$ cat src/gpio_consts.svh
// constants for the port d / port e gpio block
// assumes an axi4-lite slave with 32-bit data, one register per aligned word
`ifndef GPIO_CONSTS_SVH
`define GPIO_CONSTS_SVH
`define ADDR_W 12
`define IDX_PD_LATCH 12'h0003
`define IDX_PE_LATCH 12'h0008
// printed offsets are word indices; the bus sees byte addresses
`define OFF_PD_LATCH (`IDX_PD_LATCH << 2)
`define OFF_PE_LATCH (`IDX_PE_LATCH << 2)
`define OFF_PD_DIR 12'h0010
`define OFF_PD_CTRL 12'h0014
`define OFF_PE_DIR 12'h0018
`define CTRL_SLOW6 0
`define CTRL_SLOW7 1
`define CTRL_PU6 2
`define CTRL_PU7 3
`define CTRL_MASK 8'h0f
`define RESP_OKAY 2'h0
`define RESP_SLVERR 2'h2
`define ADC_CH_PD_BASE 5'h08
`define ADC_CH_PD_LAST 5'h0b
`define ADC_PIN_BASE 4
`endif

$ cat src/gpio_pkg.sv
// types shared by the gpio block
// assumes gpio_consts.svh is compiled alongside
package gpio_pkg;
  typedef enum logic [2:0] {
    RD_IDLE = 3'b001,
    RD_RESP = 3'b010,
    RD_HOLD = 3'b100
  } rd_state_e;
  typedef enum logic [2:0] {
    WR_IDLE = 3'b001,
    WR_RESP = 3'b010,
    WR_HOLD = 3'b100
  } wr_state_e;
endpackage : gpio_pkg

$ cat src/pin_cell.sv
// one bidirectional pin: override mux, drive enable, open-drain option
// assumes pad ring resolves level from out and oe_n
`timescale 1ns/100ps
module pin_cell (
  input wire logic latch_bit,
  input wire logic dir_bit,
  input wire logic ovr_en,
  input wire logic ovr_drive,
  input wire logic ovr_data,
  input wire logic open_drain,
  output logic pin_out,
  output logic pin_oe_n
);
  logic drive;
  logic data;
  always_comb begin
    drive = ovr_en ? ovr_drive : dir_bit;
    data = ovr_en ? ovr_data : latch_bit;
    pin_out = data;
    if (open_drain) begin
      pin_out = 1'b0;
      pin_oe_n = ~(drive & ~data);
    end else begin
      pin_oe_n = ~drive;
    end
  end
endmodule : pin_cell

$ cat src/port_d_e_gpio.sv
// port d (8 pins) and port e (2 pins) gpio with axi4-lite registers
// assumes pins are synchronous to aclk; peripherals give override hooks
`timescale 1ns/100ps
`include "gpio_consts.svh"
module port_d_e_gpio
  import gpio_pkg::*;
(
  input wire logic aclk,
  input wire logic aresetn,
  input wire logic [11:0] s_axi_awaddr,
  input wire logic s_axi_awvalid,
  output logic s_axi_awready,
  input wire logic [31:0] s_axi_wdata,
  input wire logic [3:0] s_axi_wstrb,
  input wire logic s_axi_wvalid,
  output logic s_axi_wready,
  output logic [1:0] s_axi_bresp,
  output logic s_axi_bvalid,
  input wire logic s_axi_bready,
  input wire logic [11:0] s_axi_araddr,
  input wire logic s_axi_arvalid,
  output logic s_axi_arready,
  output logic [31:0] s_axi_rdata,
  output logic [1:0] s_axi_rresp,
  output logic s_axi_rvalid,
  input wire logic s_axi_rready,
  input wire logic serial_if_enable,
  input wire logic serial_tx_data,
  output logic serial_rx_data,
  input wire logic timer1_ch0_en,
  input wire logic timer1_ch1_en,
  input wire logic [1:0] timer1_drive,
  input wire logic [1:0] timer1_out,
  output logic [1:0] timer1_in,
  input wire logic timer2_ch0_en,
  input wire logic timer2_ch1_en,
  input wire logic [1:0] timer2_drive,
  input wire logic [1:0] timer2_out,
  output logic [1:0] timer2_in,
  input wire logic [4:0] converter_channel_select,
  input wire logic [7:0] pd_in,
  output logic [7:0] pd_out,
  output logic [7:0] pd_oe_n,
  output logic pullup_en_pin6,
  output logic pullup_en_pin7,
  input wire logic [1:0] pe_in,
  output logic [1:0] pe_out,
  output logic [1:0] pe_oe_n
);
  // ==========================================================
  // register state
  logic [7:0] port_d_latch_r, port_d_latch_nxt;
  logic [7:0] port_d_direction_r, port_d_direction_nxt;
  logic [7:0] port_d_pin_control_r, port_d_pin_control_nxt;
  logic [1:0] port_e_latch_r, port_e_latch_nxt;
  logic [1:0] port_e_direction_r, port_e_direction_nxt;
  logic [7:0] pd_ovr_en, pd_ovr_drive, pd_ovr_data;
  logic [1:0] pe_ovr_en;
  logic [7:0] pd_od;

  // ==========================================================
  // write channel
  wr_state_e wr_st_r, wr_st_nxt;
  logic aw_got_r, aw_got_nxt, w_got_r, w_got_nxt;
  logic [11:0] awaddr_r, awaddr_nxt;
  logic [7:0] wdata_r, wdata_nxt;
  logic wlane_r, wlane_nxt;
  logic [1:0] bresp_r, bresp_nxt;
  logic do_write;
  logic wr_hit;

  // decode shared by read and write paths
  function automatic logic addr_mapped(input logic [11:0] a);
    addr_mapped = (a == `OFF_PD_LATCH) || (a == `OFF_PE_LATCH) || (a == `OFF_PD_DIR) ||
                  (a == `OFF_PD_CTRL) || (a == `OFF_PE_DIR);
  endfunction : addr_mapped

  assign s_axi_awready = wr_st_r == WR_IDLE && !aw_got_r;
  assign s_axi_wready = wr_st_r == WR_IDLE && !w_got_r;
  assign s_axi_bvalid = wr_st_r == WR_RESP;
  assign s_axi_bresp = bresp_r;

  always_comb begin
    wr_st_nxt = wr_st_r;
    aw_got_nxt = aw_got_r;
    w_got_nxt = w_got_r;
    awaddr_nxt = awaddr_r;
    wdata_nxt = wdata_r;
    wlane_nxt = wlane_r;
    bresp_nxt = bresp_r;
    do_write = 1'b0;
    case (wr_st_r)
      WR_IDLE: begin
        if (s_axi_awvalid && s_axi_awready) begin
          aw_got_nxt = 1'b1;
          awaddr_nxt = s_axi_awaddr;
        end
        if (s_axi_wvalid && s_axi_wready) begin
          w_got_nxt = 1'b1;
          // only byte lane 0 is used; keep the low byte, written only when wstrb[0] is set
          wdata_nxt = s_axi_wdata[7:0];
          wlane_nxt = 1'b0;
          if (s_axi_wstrb[0]) begin
            wlane_nxt = 1'b1;
          end
        end
        if (aw_got_nxt && w_got_nxt) begin
          wr_st_nxt = WR_HOLD;
        end
      end
      WR_HOLD: begin
        do_write = 1'b1;
        bresp_nxt = addr_mapped(awaddr_r) ? `RESP_OKAY : `RESP_SLVERR;
        wr_st_nxt = WR_RESP;
      end
      WR_RESP: begin
        if (s_axi_bready) begin
          wr_st_nxt = WR_IDLE;
          aw_got_nxt = 1'b0;
          w_got_nxt = 1'b0;
        end
      end
      default: wr_st_nxt = WR_IDLE;
    endcase
  end

  assign wr_hit = do_write && wlane_r;

  // ==========================================================
  // register updates
  always_comb begin
    port_d_latch_nxt = port_d_latch_r;
    port_d_direction_nxt = port_d_direction_r;
    port_d_pin_control_nxt = port_d_pin_control_r;
    port_e_latch_nxt = port_e_latch_r;
    port_e_direction_nxt = port_e_direction_r;
    if (wr_hit) begin
      case (awaddr_r)
        `OFF_PD_LATCH: port_d_latch_nxt = wdata_r;
        `OFF_PE_LATCH: port_e_latch_nxt = wdata_r[1:0];
        `OFF_PD_DIR: port_d_direction_nxt = wdata_r;
        `OFF_PD_CTRL: port_d_pin_control_nxt = wdata_r & `CTRL_MASK;
        `OFF_PE_DIR: port_e_direction_nxt = wdata_r[1:0];
        default: port_d_latch_nxt = port_d_latch_r;
      endcase
    end
  end

  always_ff @(posedge aclk) begin
    // data latches keep contents through reset
    port_d_latch_r <= port_d_latch_nxt;
    port_e_latch_r <= port_e_latch_nxt;
    awaddr_r <= awaddr_nxt;
    wdata_r <= wdata_nxt;
    wlane_r <= wlane_nxt;
    if (!aresetn) begin
      port_d_direction_r <= 8'h00;
      port_e_direction_r <= 2'h0;
      port_d_pin_control_r <= 8'h00;
      wr_st_r <= WR_IDLE;
      aw_got_r <= 1'b0;
      w_got_r <= 1'b0;
      bresp_r <= `RESP_OKAY;
    end else begin
      port_d_direction_r <= port_d_direction_nxt;
      port_e_direction_r <= port_e_direction_nxt;
      port_d_pin_control_r <= port_d_pin_control_nxt;
      wr_st_r <= wr_st_nxt;
      aw_got_r <= aw_got_nxt;
      w_got_r <= w_got_nxt;
      bresp_r <= bresp_nxt;
    end
  end

  // ==========================================================
  // read channel
  rd_state_e rd_st_r, rd_st_nxt;
  logic [31:0] rdata_r, rdata_nxt;
  logic [1:0] rresp_r, rresp_nxt;
  logic [7:0] pd_rd;
  logic [1:0] pe_rd;

  always_comb begin
    // latch on outputs, pin on inputs
    pd_rd = (port_d_direction_r & port_d_latch_r) | (~port_d_direction_r & pd_in);
    pe_rd = (port_e_direction_r & port_e_latch_r) | (~port_e_direction_r & pe_in);
  end

  assign s_axi_arready = rd_st_r == RD_IDLE;
  assign s_axi_rvalid = rd_st_r == RD_RESP;
  assign s_axi_rdata = rdata_r;
  assign s_axi_rresp = rresp_r;

  always_comb begin
    rd_st_nxt = rd_st_r;
    rdata_nxt = rdata_r;
    rresp_nxt = rresp_r;
    case (rd_st_r)
      RD_IDLE: begin
        if (s_axi_arvalid) begin
          rdata_nxt = 32'h0000_0000;
          rresp_nxt = addr_mapped(s_axi_araddr) ? `RESP_OKAY : `RESP_SLVERR;
          case (s_axi_araddr)
            `OFF_PD_LATCH: rdata_nxt = {24'h00_0000, pd_rd};
            `OFF_PE_LATCH: rdata_nxt = {30'h000_0000, pe_rd};
            `OFF_PD_DIR: rdata_nxt = {24'h00_0000, port_d_direction_r};
            `OFF_PD_CTRL: rdata_nxt = {24'h00_0000, port_d_pin_control_r};
            `OFF_PE_DIR: rdata_nxt = {30'h000_0000, port_e_direction_r};
            default: rdata_nxt = 32'h0000_0000;
          endcase
          rd_st_nxt = RD_RESP;
        end
      end
      RD_RESP: begin
        if (s_axi_rready) begin
          rd_st_nxt = RD_IDLE;
        end
      end
      default: rd_st_nxt = RD_IDLE;
    endcase
  end

  always_ff @(posedge aclk) begin
    if (!aresetn) begin
      rd_st_r <= RD_IDLE;
      rdata_r <= 32'h0000_0000;
      rresp_r <= `RESP_OKAY;
    end else begin
      rd_st_r <= rd_st_nxt;
      rdata_r <= rdata_nxt;
      rresp_r <= rresp_nxt;
    end
  end

  // ==========================================================
  // pin overrides
  always_comb begin
    pd_ovr_en = 8'h00;
    pd_ovr_drive = 8'h00;
    pd_ovr_data = 8'h00;
    pd_od = 8'h00;
    // converter channel takes its pin, drive off
    if (converter_channel_select >= `ADC_CH_PD_BASE && converter_channel_select <= `ADC_CH_PD_LAST) begin
      pd_ovr_en[3'(converter_channel_select - `ADC_CH_PD_BASE) + 3'(`ADC_PIN_BASE)] = 1'b1;
    end
    // timer 1 channels on pins 4 and 5
    if (timer1_ch0_en) begin
      pd_ovr_en[4] = 1'b1;
      pd_ovr_drive[4] = timer1_drive[0];
      pd_ovr_data[4] = timer1_out[0];
    end
    if (timer1_ch1_en) begin
      pd_ovr_en[5] = 1'b1;
      pd_ovr_drive[5] = timer1_drive[1];
      pd_ovr_data[5] = timer1_out[1];
    end
    // serial owns pins 6 and 7
    if (serial_if_enable) begin
      pd_ovr_en[7:6] = 2'b11;
      pd_ovr_drive[7:6] = 2'b01;
      pd_ovr_data[7:6] = {1'b1, serial_tx_data};
    end
    pd_od[6] = port_d_pin_control_r[`CTRL_SLOW6];
    pd_od[7] = port_d_pin_control_r[`CTRL_SLOW7];
    // timer 2 channels on port e
    pe_ovr_en = {timer2_ch1_en, timer2_ch0_en};
  end

  assign pullup_en_pin6 = port_d_pin_control_r[`CTRL_PU6];
  assign pullup_en_pin7 = port_d_pin_control_r[`CTRL_PU7];
  assign serial_rx_data = pd_in[7];
  assign timer1_in = pd_in[5:4];
  assign timer2_in = pe_in;

  // ==========================================================
  // pin cells
  genvar gi;
  generate
    // direction drives each port d pin
    for (gi = 0; gi < 8; gi++) begin : g_pd
      pin_cell u_cell (
        .latch_bit(port_d_latch_r[gi]),
        .dir_bit(port_d_direction_r[gi]),
        .ovr_en(pd_ovr_en[gi]),
        .ovr_drive(pd_ovr_drive[gi]),
        .ovr_data(pd_ovr_data[gi]),
        .open_drain(pd_od[gi]),
        .pin_out(pd_out[gi]),
        .pin_oe_n(pd_oe_n[gi])
      );
    end
    for (gi = 0; gi < 2; gi++) begin : g_pe
      pin_cell u_cell (
        .latch_bit(port_e_latch_r[gi]),
        .dir_bit(port_e_direction_r[gi]),
        .ovr_en(pe_ovr_en[gi]),
        .ovr_drive(timer2_drive[gi]),
        .ovr_data(timer2_out[gi]),
        .open_drain(1'b0),
        .pin_out(pe_out[gi]),
        .pin_oe_n(pe_oe_n[gi])
      );
    end
  endgenerate
endmodule : port_d_e_gpio

$ cat config.mk
export PLATFORM = sky130hd
export DESIGN_NAME = port_d_e_gpio
export DESIGN_NICKNAME = d
export VERILOG_FILES = /design/src/gpio_pkg.sv /design/src/pin_cell.sv /design/src/port_d_e_gpio.sv
export VERILOG_INCLUDE_DIRS = /design/src
export SDC_FILE = /design/constraint.sdc
export NUM_CORES = 1
export LEC_CHECK = 0
export BUFFER_PORTS_ARGS = -buffer_cell sky130_fd_sc_hd__clkbuf_2
export CAP_MARGIN = 20
export CORE_MARGIN = 2
export CORE_UTILIZATION = 25
export CTS_CLUSTER_SIZE = 24
export DETAILED_ROUTE_END_ITERATION = 6
export GPL_TIMING_DRIVEN = 0
export PLACE_DENSITY = 0.48
export SYNTH_ARGS = -nofsm -noshare
export SYNTH_HDL_FRONTEND = slang
export SYNTH_SLANG_ARGS = --single-unit
$ cat constraint.sdc
create_clock -name aclk -period 3.9 [get_ports aclk]
set_input_delay 0.195 -clock aclk [delete_from_list [all_inputs] [get_ports aclk]]
set_output_delay 0.195 -clock aclk [all_outputs]
set_load 0.02 [all_outputs]
# Word level (Yosys, flattened, before mapping)
# Index checks and enable logic that the tools add are counted.
[classes]
n_addsub = 2
n_lt_le_gt_ge = 4
n_eq_ne = 19
mux = 54
bitwise_logic = 24
reduce_logical = 30
[ops]
columns = ["op", "count"]
rows = [
  ["$eq A12 B5 Y1 const B", 6],
  ["$pmux W8 S5", 1],
  ["$mux W1", 39],
  ["$eq A12 B4 Y1 const B", 2],
  ["$eq A12 B6 Y1 const B", 2],
  ["$reduce_and A2 Y1", 11],
  ["$and A8 B8 Y8", 2],
  ["$not A1 Y1", 14],
  ["$mux W3", 4],
  ["$pmux W3 S3", 1],
  ["$logic_and A1 B1 Y1", 8],
  ["$logic_or A1 B1 Y1", 8],
  ["$mux W2", 4],
  ["$mux W8", 1],
  ["$not A8 Y8", 1],
  ["$or A8 B8 Y8", 1],
  ["$eq A3 B1 Y1 const B", 2],
  ["$eq A3 B2 Y1 const B", 2],
  ["$ne A2 B1 Y1 const B", 3],
  ["$pmux W3 S2", 1],
  ["$ge A5 B4 Y1 const B", 1],
  ["$le A5 B4 Y1 const B", 1],
  ["$and A2 B2 Y2", 2],
  ["$lt A3 B4 Y1 const B", 1],
  ["12 further kinds", 15],
]
[totals]
ff_bits = 89
input_bits = 96
wordCells = 148

# Depth between registers and ports, before layout
# Gate-level depths: netlist (run 1).
[depth]
depth_word = 13
ltp_mapped = 6

# Cells and area by module
# A second synthesis (run 1) with hierarchy kept.
[hier_totals]
hier_cells = 356
area_unflattened_um2 = 3443.3
[by_module_without_submodules]
columns = ["module", "instances", "cells_per_inst", "area_each_um2", "seq_area_each_um2"]
rows = [
  ["port_d_e_gpio", 1, 296, 3080.5, 1551.5],
  ["pin_cell", 10, 6, 36.3, 0.0],
]

# Least setup slack after synthesis (run 1)
# OpenSTA, ideal clock, no wires.
[synth_timing]
kind = "register -> register"
start = "register awaddr_r[9]"
end = "register port_d_latch_r[0], enable pin"
setup_ns = 0.395
t_arrival_ns = 1.764
required_ns = 3.505
setup_slack_ns = 1.741
path_stages_with_launch = 4
path_buffers = 0
period_less_slack_ns = 2.159
cell_sequence = "edfxtp_1 -> nor4_2 -> nand4_1 -> nor4_1"
[synth_between]
elab_chain_len = 2
[synth_rtl]
columns = ["item", "line_no", "text"]
rows = [
  ["start: declaration", "port_d_e_gpio.sv:65", "logic [11:0] awaddr_r, awaddr_nxt;"],
  ["start signal: assignment", "port_d_e_gpio.sv:153", "awaddr_r <= awaddr_nxt;"],
  ["$eq A12 B4 Y1", "port_d_e_gpio.sv:138", "case (awaddr_r)"],
  ["$reduce_and A2 Y1 (no line)", "--", ""],
  ["end signal: assignment", "port_d_e_gpio.sv:151", "port_d_latch_r <= port_d_latch_nxt;"],
  ["end: declaration", "port_d_e_gpio.sv:52", "logic [7:0] port_d_latch_r, port_d_latch_nxt;"],
]
# No other way between the ends.
# A chain may end at the register's enable or synchronous reset.

# Worst setup path in the final report (run 1)
[layout_timing]
start = "register awaddr_r[1]"
end = "register port_d_latch_r[6], enable pin"
# Same word-level chain as after synthesis.

==> reports/metrics.yaml, run 1 <==
run_status: "complete, no violations"
insertion_delay_ns: 0.33
dieHeight_um: 118
final_count_of_negative_setup_slack_endpoints: 0
cts_setup_buffers: 0
startpoint_type: "flop"
grt_antenna_before_repair: 0
timing.clock.skew_ns: 0.0110
critical-path-max-stage-delay_ns: 0.43
post_synth.cell_area_avg_um2: 10.0
synth_enable_flop_cells: 31
final_layout_size_suffix_gt1_share_pct: 42.3
detailed_place_hpwl_mm: 6.52
use_met2_pct: 19.2
chain_of_cells_forming_the_critical_path: "nor4_2 -> nand4_1 -> nor4_2 -> buf_4"
critical_path.max_fanout: 6
antenna_left: 0
globalRouteMet1Util_pct: 14.3
clock_tree_from_tritoncts: "yes"
maxSlewHeadroom_pct: 57.8
max_cap_check_violation_count: 0
crit_arrival_ns: 2.00
met3_usage_pct: 4.07
cp_num_buf_inv: 1
layout_commonest_cell: "clkbuf_2"
timing.critical_path.to_type: "flop"
fraction_of_registers_with_async_set_or_reset_after_synthesis_pct: 0
cpLargestDelayFamily: "simple AND/OR/NAND/NOR gates"
synth.ff_latch_count: 62
worst-slew-pin-transition_ns: 0.628
power.ir.vdd_worst_uv: 185
synthesis.instances: 325
clock_tree.buffer_depth: 2
setup_tns_ns: 0
root_buffer_cell: "clkbuf_16"
hold_path_class: "in -> reg"
dominantRegCellSynth: "edfxtp_1"
detail_route.drc_violations: 0
floorplan.initialDensity_pct: 25.7
tritoncts.num_buffers: 9
leakagePower_nw: 1.88
grt_use_total_pct: 11.8
layout.cells.most_common_list: "clkbuf_2, buf_4, nand2_1"
floorplan.io_pins: 164
numClockSinks: 62
globalRoute.busiestLayer: "met2"
die_x_um: 118
maxClockFrequency_mhz: 509
io_buffer_count: 110
clk_pin_slew_worst_paths_ns: 0.06
antenna-diode-count: 0
cts_max_level: 3
synth-warning-count: 0
drt-total-wl_mm: 8.01
count_of_standard_cell_rows: 41
final-hold-violation-count: 0
floorplan.core_area_um2: 12700
flow.area_growth_from_synthesis_pct: 35.9
post_synthesis_instance_area_um2: 3250
fin_worst_hold_slack_ns: 0.0380
weighted_congestion_at_the_end_of_routability_driven_global_placement: 0.739
worst_ep_required_time_ns: 3.93
final.min_clock_period_ns: 1.97
final_cycle_share_pct: 50.4
cts.hold.buffers_added: 0
route.vias.total: 2641
post_synth_num_cell_types: 49
setup.worst_path.class: "reg -> reg"
post_cts.resized_instances: 0
fillers: 1296
grt_first_pass_wirelength_mm: 12.7
rsz0062_at_grt: "no"
cpMaxStageDelayCell: "nor4_2"
grt_start_max_net_pins: 13
dr.first_iter.drc_count: 74
grt_overflow_total: 0
path_common_cell: "nor4_2"
power_density_nw_per_um2: 388
timing.final.max_slew_violations: 0
drt_pass1_iterations: 4
vias_in_the_first_global_route: 2557
routed_wire_length_per_instance_um: 12.3
part_of_the_yosys_area_used_for_sequential_elements_pct: 47.7
total_die_area_um2: 13900
final_nets: 568
viasPerCell: 4.07
## state kept, by name, indices dropped and copies added (netlist names), 2 cells and up
name	count
port_e_direction_r	2
port_d_direction_r	8
wr_st_r	3
rd_st_r	2
port_e_latch_r	2
awaddr_r	12
port_d_pin_control_r	4
wdata_r	8
port_d_latch_r	8
s_axi_rdata	8
## logic make-up (layout without fill, tap and decap cells)
group | Yosys count | after routing | share of synthesized area, %
other cells | 1 | 26 | 0.115
buf+inv | 72 | 199 | 15.0
mux | 26 | 26 | 8.16
simple gates | 112 | 112 | 19.2
flops | 62 | 62 | 47.7
compound gates | 52 | 52 | 9.82
## worst register-to-register path, cell delays in order (launching register included)
cell,delay [ns]
edfxtp_1,0.38
nor4_2,0.43
nand4_1,0.22
nor4_2,0.41
buf_4,0.24
## synthesized netlist by cell type, types with 3 or more instances
cell	instances	share of area, %
a31oi_1	5	0.96
inv_1	10	1.2
mux2_2	4	1.4
nor3_1	3	0.46
o21ai_1	4	0.62
nor2_1	18	2.1
and2_1	3	0.58
buf_4	51	12
o21ai_0	12	1.8
nor4_1	4	0.77
clkbuf_1	7	0.81
nor3b_1	3	0.69
dfxtp_1	31	19
nor2b_1	5	0.96
a21oi_1	13	2.0
or3_1	3	0.58
edfxtp_1	31	29
nand3_1	3	0.46
a22oi_1	4	0.92
nand4_1	3	0.58
nand2b_1	8	1.5
nand2_1	42	4.8
o22ai_1	3	0.58
mux2i_1	22	6.8
o22a_1	3	0.81
## final timing paths
check	from	end	slack [ns]	depth (start not counted)
worst max-delay path	awaddr_r[1]	port_d_latch_r[6]	1.93	4
worst min-delay path	s_axi_awaddr[11]	awaddr_r[11]	0.04	1
worst max register to register	awaddr_r[1]	port_d_latch_r[6]	1.93	4
worst min register to register	s_axi_rdata[7]	s_axi_rdata[7]	0.44	2
## report_power, final
part | switching, W | total (W) | leakage, nW | internal, W
Sequential | 0.0000198 | 0.000738 | 0.539 | 0.000718
Clock | 0.000287 | 0.000756 | 0.138 | 0.000468
Combinational | 0.000124 | 0.000222 | 1.21 | 0.0000978
## cell type report
cell class                 instances  area (um2)  area share (%)
sequential                        62        1550            35.1
multi-input combinational        216        1310            29.7
timing repair buffer             111         558            12.6
buffer                            62         450            10.2
clock buffer                      11         253            5.72
tap                              172         215            4.87
clock inverter                     5        41.3           0.935
inverter                          10        37.5           0.850
## metrics by stage
step | instances | power, W | area (um2) | setup WS, ns | utilization [%]
after floorplan | 350 | 0.000894 | 3340 | 1.74 | -
after global placement | 632 | 0.000972 | 4110 | 1.04 | 32.4
after detailed placement | 633 | 0.000975 | 4120 | 1.88 | 32.5
after CTS | 649 | 0.00174 | 4420 | 1.87 | 34.9
after global routing | 649 | 0.00180 | 4420 | 1.71 | 34.9
final | 649 | 0.00172 | 4420 | 1.93 | 34.9
## layer usage
metal	wire length (um)	vias up
met4	108	0
li1	-	1365
met2	3850	90
met3	512	8
met5	0	-
met1	3540	1178
(Power assumes the default switching activity.)
==> inputs of run 2 (changes only) <==
--- a/config.mk
+++ b/config.mk
@@ -6,6 +6,7 @@
 export SDC_FILE = /design/constraint.sdc
 export NUM_CORES = 1
 export LEC_CHECK = 0
+export ABC_AREA = 1
 export BUFFER_PORTS_ARGS = -buffer_cell sky130_fd_sc_hd__clkbuf_2
 export CAP_MARGIN = 20
 export CORE_MARGIN = 2
@@ -13,7 +14,7 @@
 export CTS_CLUSTER_SIZE = 24
 export DETAILED_ROUTE_END_ITERATION = 6
 export GPL_TIMING_DRIVEN = 0
-export PLACE_DENSITY = 0.48
+export PLACE_DENSITY = 0.49
 export SYNTH_ARGS = -nofsm -noshare
 export SYNTH_HDL_FRONTEND = slang
 export SYNTH_SLANG_ARGS = --single-unit
==> constraint.sdc (replaced) <==
create_clock -name aclk -period 1.6 [get_ports aclk]
set_input_delay 0.08 -clock aclk [delete_from_list [all_inputs] [get_ports aclk]]
set_output_delay 0.08 -clock aclk [all_outputs]
set_load 0.02 [all_outputs]
==> reports/metrics.yaml, run 2 <==
run_status: "complete, no violations"
synth.largest_area_cell: "edfxtp_1"
final_count_of_negative_setup_slack_endpoints: 0
number_of_cells_after_detailed_placement: 743
insertion_delay_ns: 0.32
clock_tree_from_tritoncts: "yes"
worst_r2r_endpoint: "wdata_r[4]"
dominantRegCellSynth: "edfxtp_1"
final_layout_size_suffix_gt1_share_pct: 34.5
worst_ep_required_time_ns: 1.63
setup.worst_path.class: "reg -> reg"
synth_enable_flop_cells: 31
drt-total-wl_mm: 9.04
flow.area_growth_from_synthesis_pct: 46.8
timing.clock.skew_ns: 0.00407
synth.top_cells.by_count: "nand2_1, buf_4, inv_1"
use_met2_pct: 22.0
synthDominantCellAreaShare_pct: 27.6
routed_wire_length_per_instance_um: 11.4
clock_tree.buffer_depth: 2
rsz0062_at_grt: "yes"
antenna-diode-count: 0
grt_overflow_total: 0
grt_first_pass_wirelength_mm: 14.2
io_buffer_count: 110
final.min_clock_period_ns: 1.52
timing.final.max_slew_violations: 0
globalRouteMet1Util_pct: 15.5
globalRoute.busiestLayer: "met2"
vias_in_the_first_global_route: 2972
final_cycle_share_pct: 95.1
drt_pass1_iterations: 4
synthesis.instances: 432
cells_taking_the_most_area_after_synthesis: "edfxtp_1, dfxtp_1, buf_4, nand2_1, inv_1"
floorplan.core_area_um2: 13200
max_cap_check_violation_count: 0
viasPerCell: 4.10
part_of_the_yosys_area_used_for_sequential_elements_pct: 46.1
post_synthesis_instance_area_um2: 3370
fillers: 1399
largest_register_ff_count: 12
grt_use_total_pct: 12.7
rr_startpoint: "wr_st_r[0]"
startpoint_type: "flop"
post_synth.cell_area_avg_um2: 7.79
synthMostInstantiatedCell: "nand2_1"
synth.ff_latch_count: 62
post-layout-total-power_w: 0.00529
top_register: "awaddr_r"
timing.critical_path.to_type: "flop"
worstRegToRegCells: 5
dieHeight_um: 120
floorplan.io_pins: 164
leakagePower_nw: 2.37
numClockSinks: 62
synth-warning-count: 0
layout.cells.most_common_list: "clkbuf_2, nand2_1, buf_4"
hold_path_class: "in -> reg"
fraction_of_registers_with_async_set_or_reset_after_synthesis_pct: 0
root_buffer_cell: "clkbuf_16"
weighted_congestion_at_the_end_of_routability_driven_global_placement: 0.777
cts_max_level: 3
dr.first_iter.drc_count: 156
layout_setup_ws_ns: 0.0783
met3_usage_pct: 2.57
fin_worst_hold_slack_ns: 0.0475
finish.utilization_pct: 37.5
setup.reg_to_reg.worst_slack_ns: 0.08
grt_antenna_before_repair: 0
count_of_standard_cell_rows: 42
final_nets: 708
hold_path.startpoint: "aresetn"
maxSlewHeadroom_pct: 61.5
min_delay_worst_endpoint: "s_axi_rresp[1]"
clk_pin_slew_worst_paths_ns: 0.05
grt_start_max_net_pins: 13
crit_arrival_ns: 1.56
power.ir.vdd_worst_uv: 1190
power_density_nw_per_um2: 1070
detail_route.drc_violations: 0
detailed_place_hpwl_mm: 7.09
tritoncts.num_buffers: 9
route.vias.total: 3255
pre_cts_slack_ns: -0.292
total_die_area_um2: 14400
hold-path-cell-count: 3
worst-slew-pin-transition_ns: 0.577
post_synth_num_cell_types: 32
floorplan.initialDensity_pct: 25.5
final_cells: 793
critical_path.max_fanout: 5
antenna_left: 0
maxClockFrequency_mhz: 657
die_x_um: 120
layout_commonest_cell: "clkbuf_2"
final-hold-violation-count: 0
## run 2: changes by cell type after synthesis, sizes merged, moves of 6 or more
cell    before  now
nand2b       9    0
nand2       42   99
inv         10   51
nor2        20   52
a21oi       13   28
o21ai       16   22
mux2i       22    0
nand3        3   32
## run 2: worst max-delay path, cell delays in order (launching register included)
cell and delay, ns:
dfxtp_1 0.33, inv_1 0.08, nor3_4 0.27, inv_2 0.14
nor3b_4 0.24, buf_4 0.18
## run 2: cell type report
cell class | instances | area [um2] | share of cell area (%)
Sequential cell | 62 | 1550 | 31.4
Multi-Input combinational cell | 283 | 1360 | 27.4
Timing Repair Buffer | 144 | 886 | 17.9
Buffer | 59 | 418 | 8.45
Clock buffer | 12 | 268 | 5.42
Tap cell | 176 | 220 | 4.45
Inverter | 53 | 201 | 4.07
Clock inverter | 4 | 43.8 | 0.886
## run 2: report_power, final
group,internal [W],switching (W)
Clock,0.00133,0.000660
Sequential,0.00192,0.000131
Combinational,0.000549,0.000702
Total,0.00380,0.00149
## run 2: per-stage QoR
step	setup TNS, ns	cell area (um2)
after floorplan	0	3480
after global placement	-6.56	4250
after detailed placement	-6.69	4250
after CTS	0	4860
after global routing	-0.00600	4940
final	0	4940
## run 2: cells by family (layout without fill, tap and decap cells)
group,after synthesis,count (layout),synth area share [%]
DFF,62,62,46.1
and+or+nand+nor,202,202,26.8
buffers and inverters,112,272,18.4
AOI/OAI and AO/OA,55,55,8.62
other,1,26,0.111
## run 2: repair_timing
action / 4_1_cts / 5_1_grt
buffers inserted: 4 / 8
pin swaps: 3 / 3
hold endpoints to repair: 22 / 0
setup endpoints to repair: 31 / 39
hold buffers: 22 / 0
resized for setup: 3 / 7
cloned: 0 / 0
## run 2: layer usage
metal  wire, um  vias up
met5          0        -
met4         81        0
met3        574        7
met2       4450      104
met1       3930     1463
li1           -     1681
## run 2: worst max-delay path by stage
stage               start       endpoint  slack [ns]  cells past startpoint
5_1_grt        wr_st_r[0]  s_axi_awready      -0.006                      5
3_5_place_dp   wr_st_r[2]     wdata_r[4]       -0.29                      3
3_3_place_gp   wr_st_r[2]     wdata_r[4]       -0.31                      3
4_1_cts        wr_st_r[2]   s_axi_wready        0.01                      4
2_1_floorplan  wr_st_r[2]     wdata_r[0]        0.01                      3
6_report       wr_st_r[0]     wdata_r[4]        0.08                      5
==> inputs of run 3 (changes only) <==
--- a/config.mk
+++ b/config.mk
@@ -6,7 +6,6 @@
 export SDC_FILE = /design/constraint.sdc
 export NUM_CORES = 1
 export LEC_CHECK = 0
-export ABC_AREA = 1
 export BUFFER_PORTS_ARGS = -buffer_cell sky130_fd_sc_hd__clkbuf_2
 export CAP_MARGIN = 20
 export CORE_MARGIN = 2
@@ -14,7 +13,8 @@
 export CTS_CLUSTER_SIZE = 24
 export DETAILED_ROUTE_END_ITERATION = 6
 export GPL_TIMING_DRIVEN = 0
-export PLACE_DENSITY = 0.49
+export PLACE_DENSITY = 0.5
+export SLEW_MARGIN = 10
 export SYNTH_ARGS = -nofsm -noshare
 export SYNTH_HDL_FRONTEND = slang
 export SYNTH_SLANG_ARGS = --single-unit
==> reports/metrics.yaml, run 3 (same netlist as run 1, synthesis figures left out) <==
io_buffer_count: 110
chain_of_cells_forming_the_critical_path: "nor4_4 -> nand4_1 -> buf_4 -> nor4_4"
worst-slew-pin-transition_ns: 0.643
cp_num_buf_inv: 1
clk_pin_slew_worst_paths_ns: 0.06
max_cap_check_violation_count: 0
clock_power_share_pct: 44.1
wl_met3_um: 493
pre_cts_slack_ns: -0.330
rsz0062_at_grt: "yes"
violations_in_the_final_reports: "setup timing"
hold_path.startpoint: "s_axi_wvalid"
insertion_delay_ns: 0.32
rr_startpoint: "awaddr_r[1]"
route.vias.total: 2758
count_of_standard_cell_rows: 41
timing.clock.skew_ns: 0.00621
antenna-diode-count: 0
netSwitchingFraction_pct: 25.0
power_density_nw_per_um2: 909
timing.critical_path.from: "awaddr_r[1]"
numClockSinks: 62
layout_setup_ws_ns: -0.0829
leakagePower_nw: 2.01
run_status: "finished with violations"
tritoncts.num_buffers: 9
grt_use_total_pct: 12.0
net_switching_w: 0.00108
routed_wire_length_per_instance_um: 12.4
setup.worst_path.class: "reg -> reg"
final-hold-violation-count: 0
critical_path.max_fanout: 2
vias_in_the_first_global_route: 2675
floorplan.initialDensity_pct: 25.7
maxClockFrequency_mhz: 594
flow.area_growth_from_synthesis_pct: 46.5
power.ir.vdd_worst_uv: 477
dr.first_iter.drc_count: 84
grt_start_max_net_pins: 13
ff_latch_area_um2: 1550
final_layout_size_suffix_gt1_share_pct: 43.4
fillers: 1305
dieHeight_um: 118
maxSlewHeadroom_pct: 56.7
final_cycle_share_pct: 105
final_count_of_negative_setup_slack_endpoints: 24
cts_max_level: 3
p_int_w: 0.00325
final.min_clock_period_ns: 1.68
floorplan.core_area_um2: 12700
largest_register_ff_count: 12
top_signal_layer_used: "met4"
total_die_area_um2: 13900
antenna_left: 0
floorplan.io_pins: 164
grt_overflow_total: 0
crit_arrival_ns: 1.67
drt_pass1_iterations: 4
viasPerCell: 4.07
drt-total-wl_mm: 8.37
worst_ep_required_time_ns: 1.59
top_register: "awaddr_r"
detail_route.drc_violations: 0
critical-path-max-stage-delay_ns: 0.40
final_nets: 596
routed-wl-met2_mm: 4.25
cpMaxStageDelayCell: "edfxtp_1"
detailed_place_hpwl_mm: 6.64
clock_tree_from_tritoncts: "yes"
cpLargestDelayFamily: "simple AND/OR/NAND/NOR gates"
root_buffer_cell: "clkbuf_16"
path_common_cell: "nor4_4"
die_x_um: 118
multiInputGateArea_um2: 1390
layout_commonest_cell: "clkbuf_2"
grt_antenna_before_repair: 0
power.share.combinational_pct: 14.0
met1Wirelength_mm: 3.56
timing.final.max_slew_violations: 0
hold_path_class: "in -> reg"
pwr-share-seq_pct: 41.9
startpoint_type: "flop"
setup_tns_ns: -0.811
grt_first_pass_wirelength_mm: 13.0
layout.cells.most_common_list: "clkbuf_2, buf_4, nand2_1"
weighted_congestion_at_the_end_of_routability_driven_global_placement: 0.797
clock_tree.buffer_depth: 2
timing.critical_path.to_type: "flop"
-- run 3: cell count changes in the layout (fill, tap and decap cells not counted), sizes merged, moves of 15 or more --
cell   previous run  this run
a21oi            28        13
inv              52        11
nand2            99        42
nor2             52        20
nand3            32         3
mux2i             0        22
-- run 3: worst register-to-register path, delay by kind of cell, from the launching register on --
| kind | cells | cell delay [ns] |
|---|---|---|
| AND/OR/NAND/NOR | 3 | 0.75 |
| flip-flops | 1 | 0.40 |
| buffers and inverters | 1 | 0.20 |
-- run 3: repair_timing --
item | in CTS | in global routing
setup buffers | 6 | 4
endpoints found under the setup margin | 17 | 48
gates resized for setup | 5 | 10
endpoints found under the hold margin | 21 | 0
hold buffers | 21 | 0
pin swaps | 6 | 7
-- run 3: area by class of cell --
cell class / count / share of cell area (%)
Clock inverter: 7 / 1.55
Tap cell: 172 / 4.52
Timing Repair Buffer: 141 / 17.7
Multi-Input combinational cell: 216 / 29.2
Buffer: 60 / 8.80
Inverter: 10 / 0.788
Clock buffer: 9 / 4.73
Sequential cell: 62 / 32.6
-- run 3: layer usage --
| metal | vias to the layer above | track usage (%) |
|---|---|---|
| met1 | 1247 | 13.7 |
| met5 | - | 0 |
| met2 | 90 | 21.3 |
| met4 | 0 | 3.39 |
| li1 | 1415 | - |
| met3 | 6 | 3.88 |
-- run 3: power groups by stage --
stage | clock (W) | sequential [W] | combinational (W)
after floorplan | 0 | 0.00184 | 0.000365
after global placement | 0 | 0.00184 | 0.000550
after detailed placement | 0 | 0.00184 | 0.000557
after CTS | 0.00196 | 0.00181 | 0.000603
after global routing | 0.00203 | 0.00182 | 0.000661
final | 0.00191 | 0.00181 | 0.000607
-- run 3: per-stage QoR --
| stage | instance area (um2) | instances | utilization [%] | total power (W) | hold slack, ns |
|---|---|---|---|---|---|
| 2_1_floorplan | 3390 | 350 | - | 0.00220 | 0.179 |
| 3_3_place_gp | 4150 | 632 | 32.8 | 0.00239 | 0.258 |
| 3_5_place_dp | 4150 | 632 | 32.8 | 0.00240 | 0.259 |
| 4_1_cts | 4710 | 674 | 37.2 | 0.00437 | 0.0513 |
| 5_1_grt | 4760 | 677 | 37.6 | 0.00451 | 0.0702 |
| 6_report | 4760 | 677 | 37.6 | 0.00433 | 0.0723 |
-- run 3: worst paths after layout --
| check | to | slack [ns] | cells after the start |
|---|---|---|---|
| worst max-delay path | port_e_latch_r[0] | -0.08 | 4 |
| worst min register to register | s_axi_rdata[7] | 0.44 | 2 |
| worst min-delay path | w_got_r | 0.07 | 3 |
| worst max register to register | port_e_latch_r[0] | -0.08 | 4 |
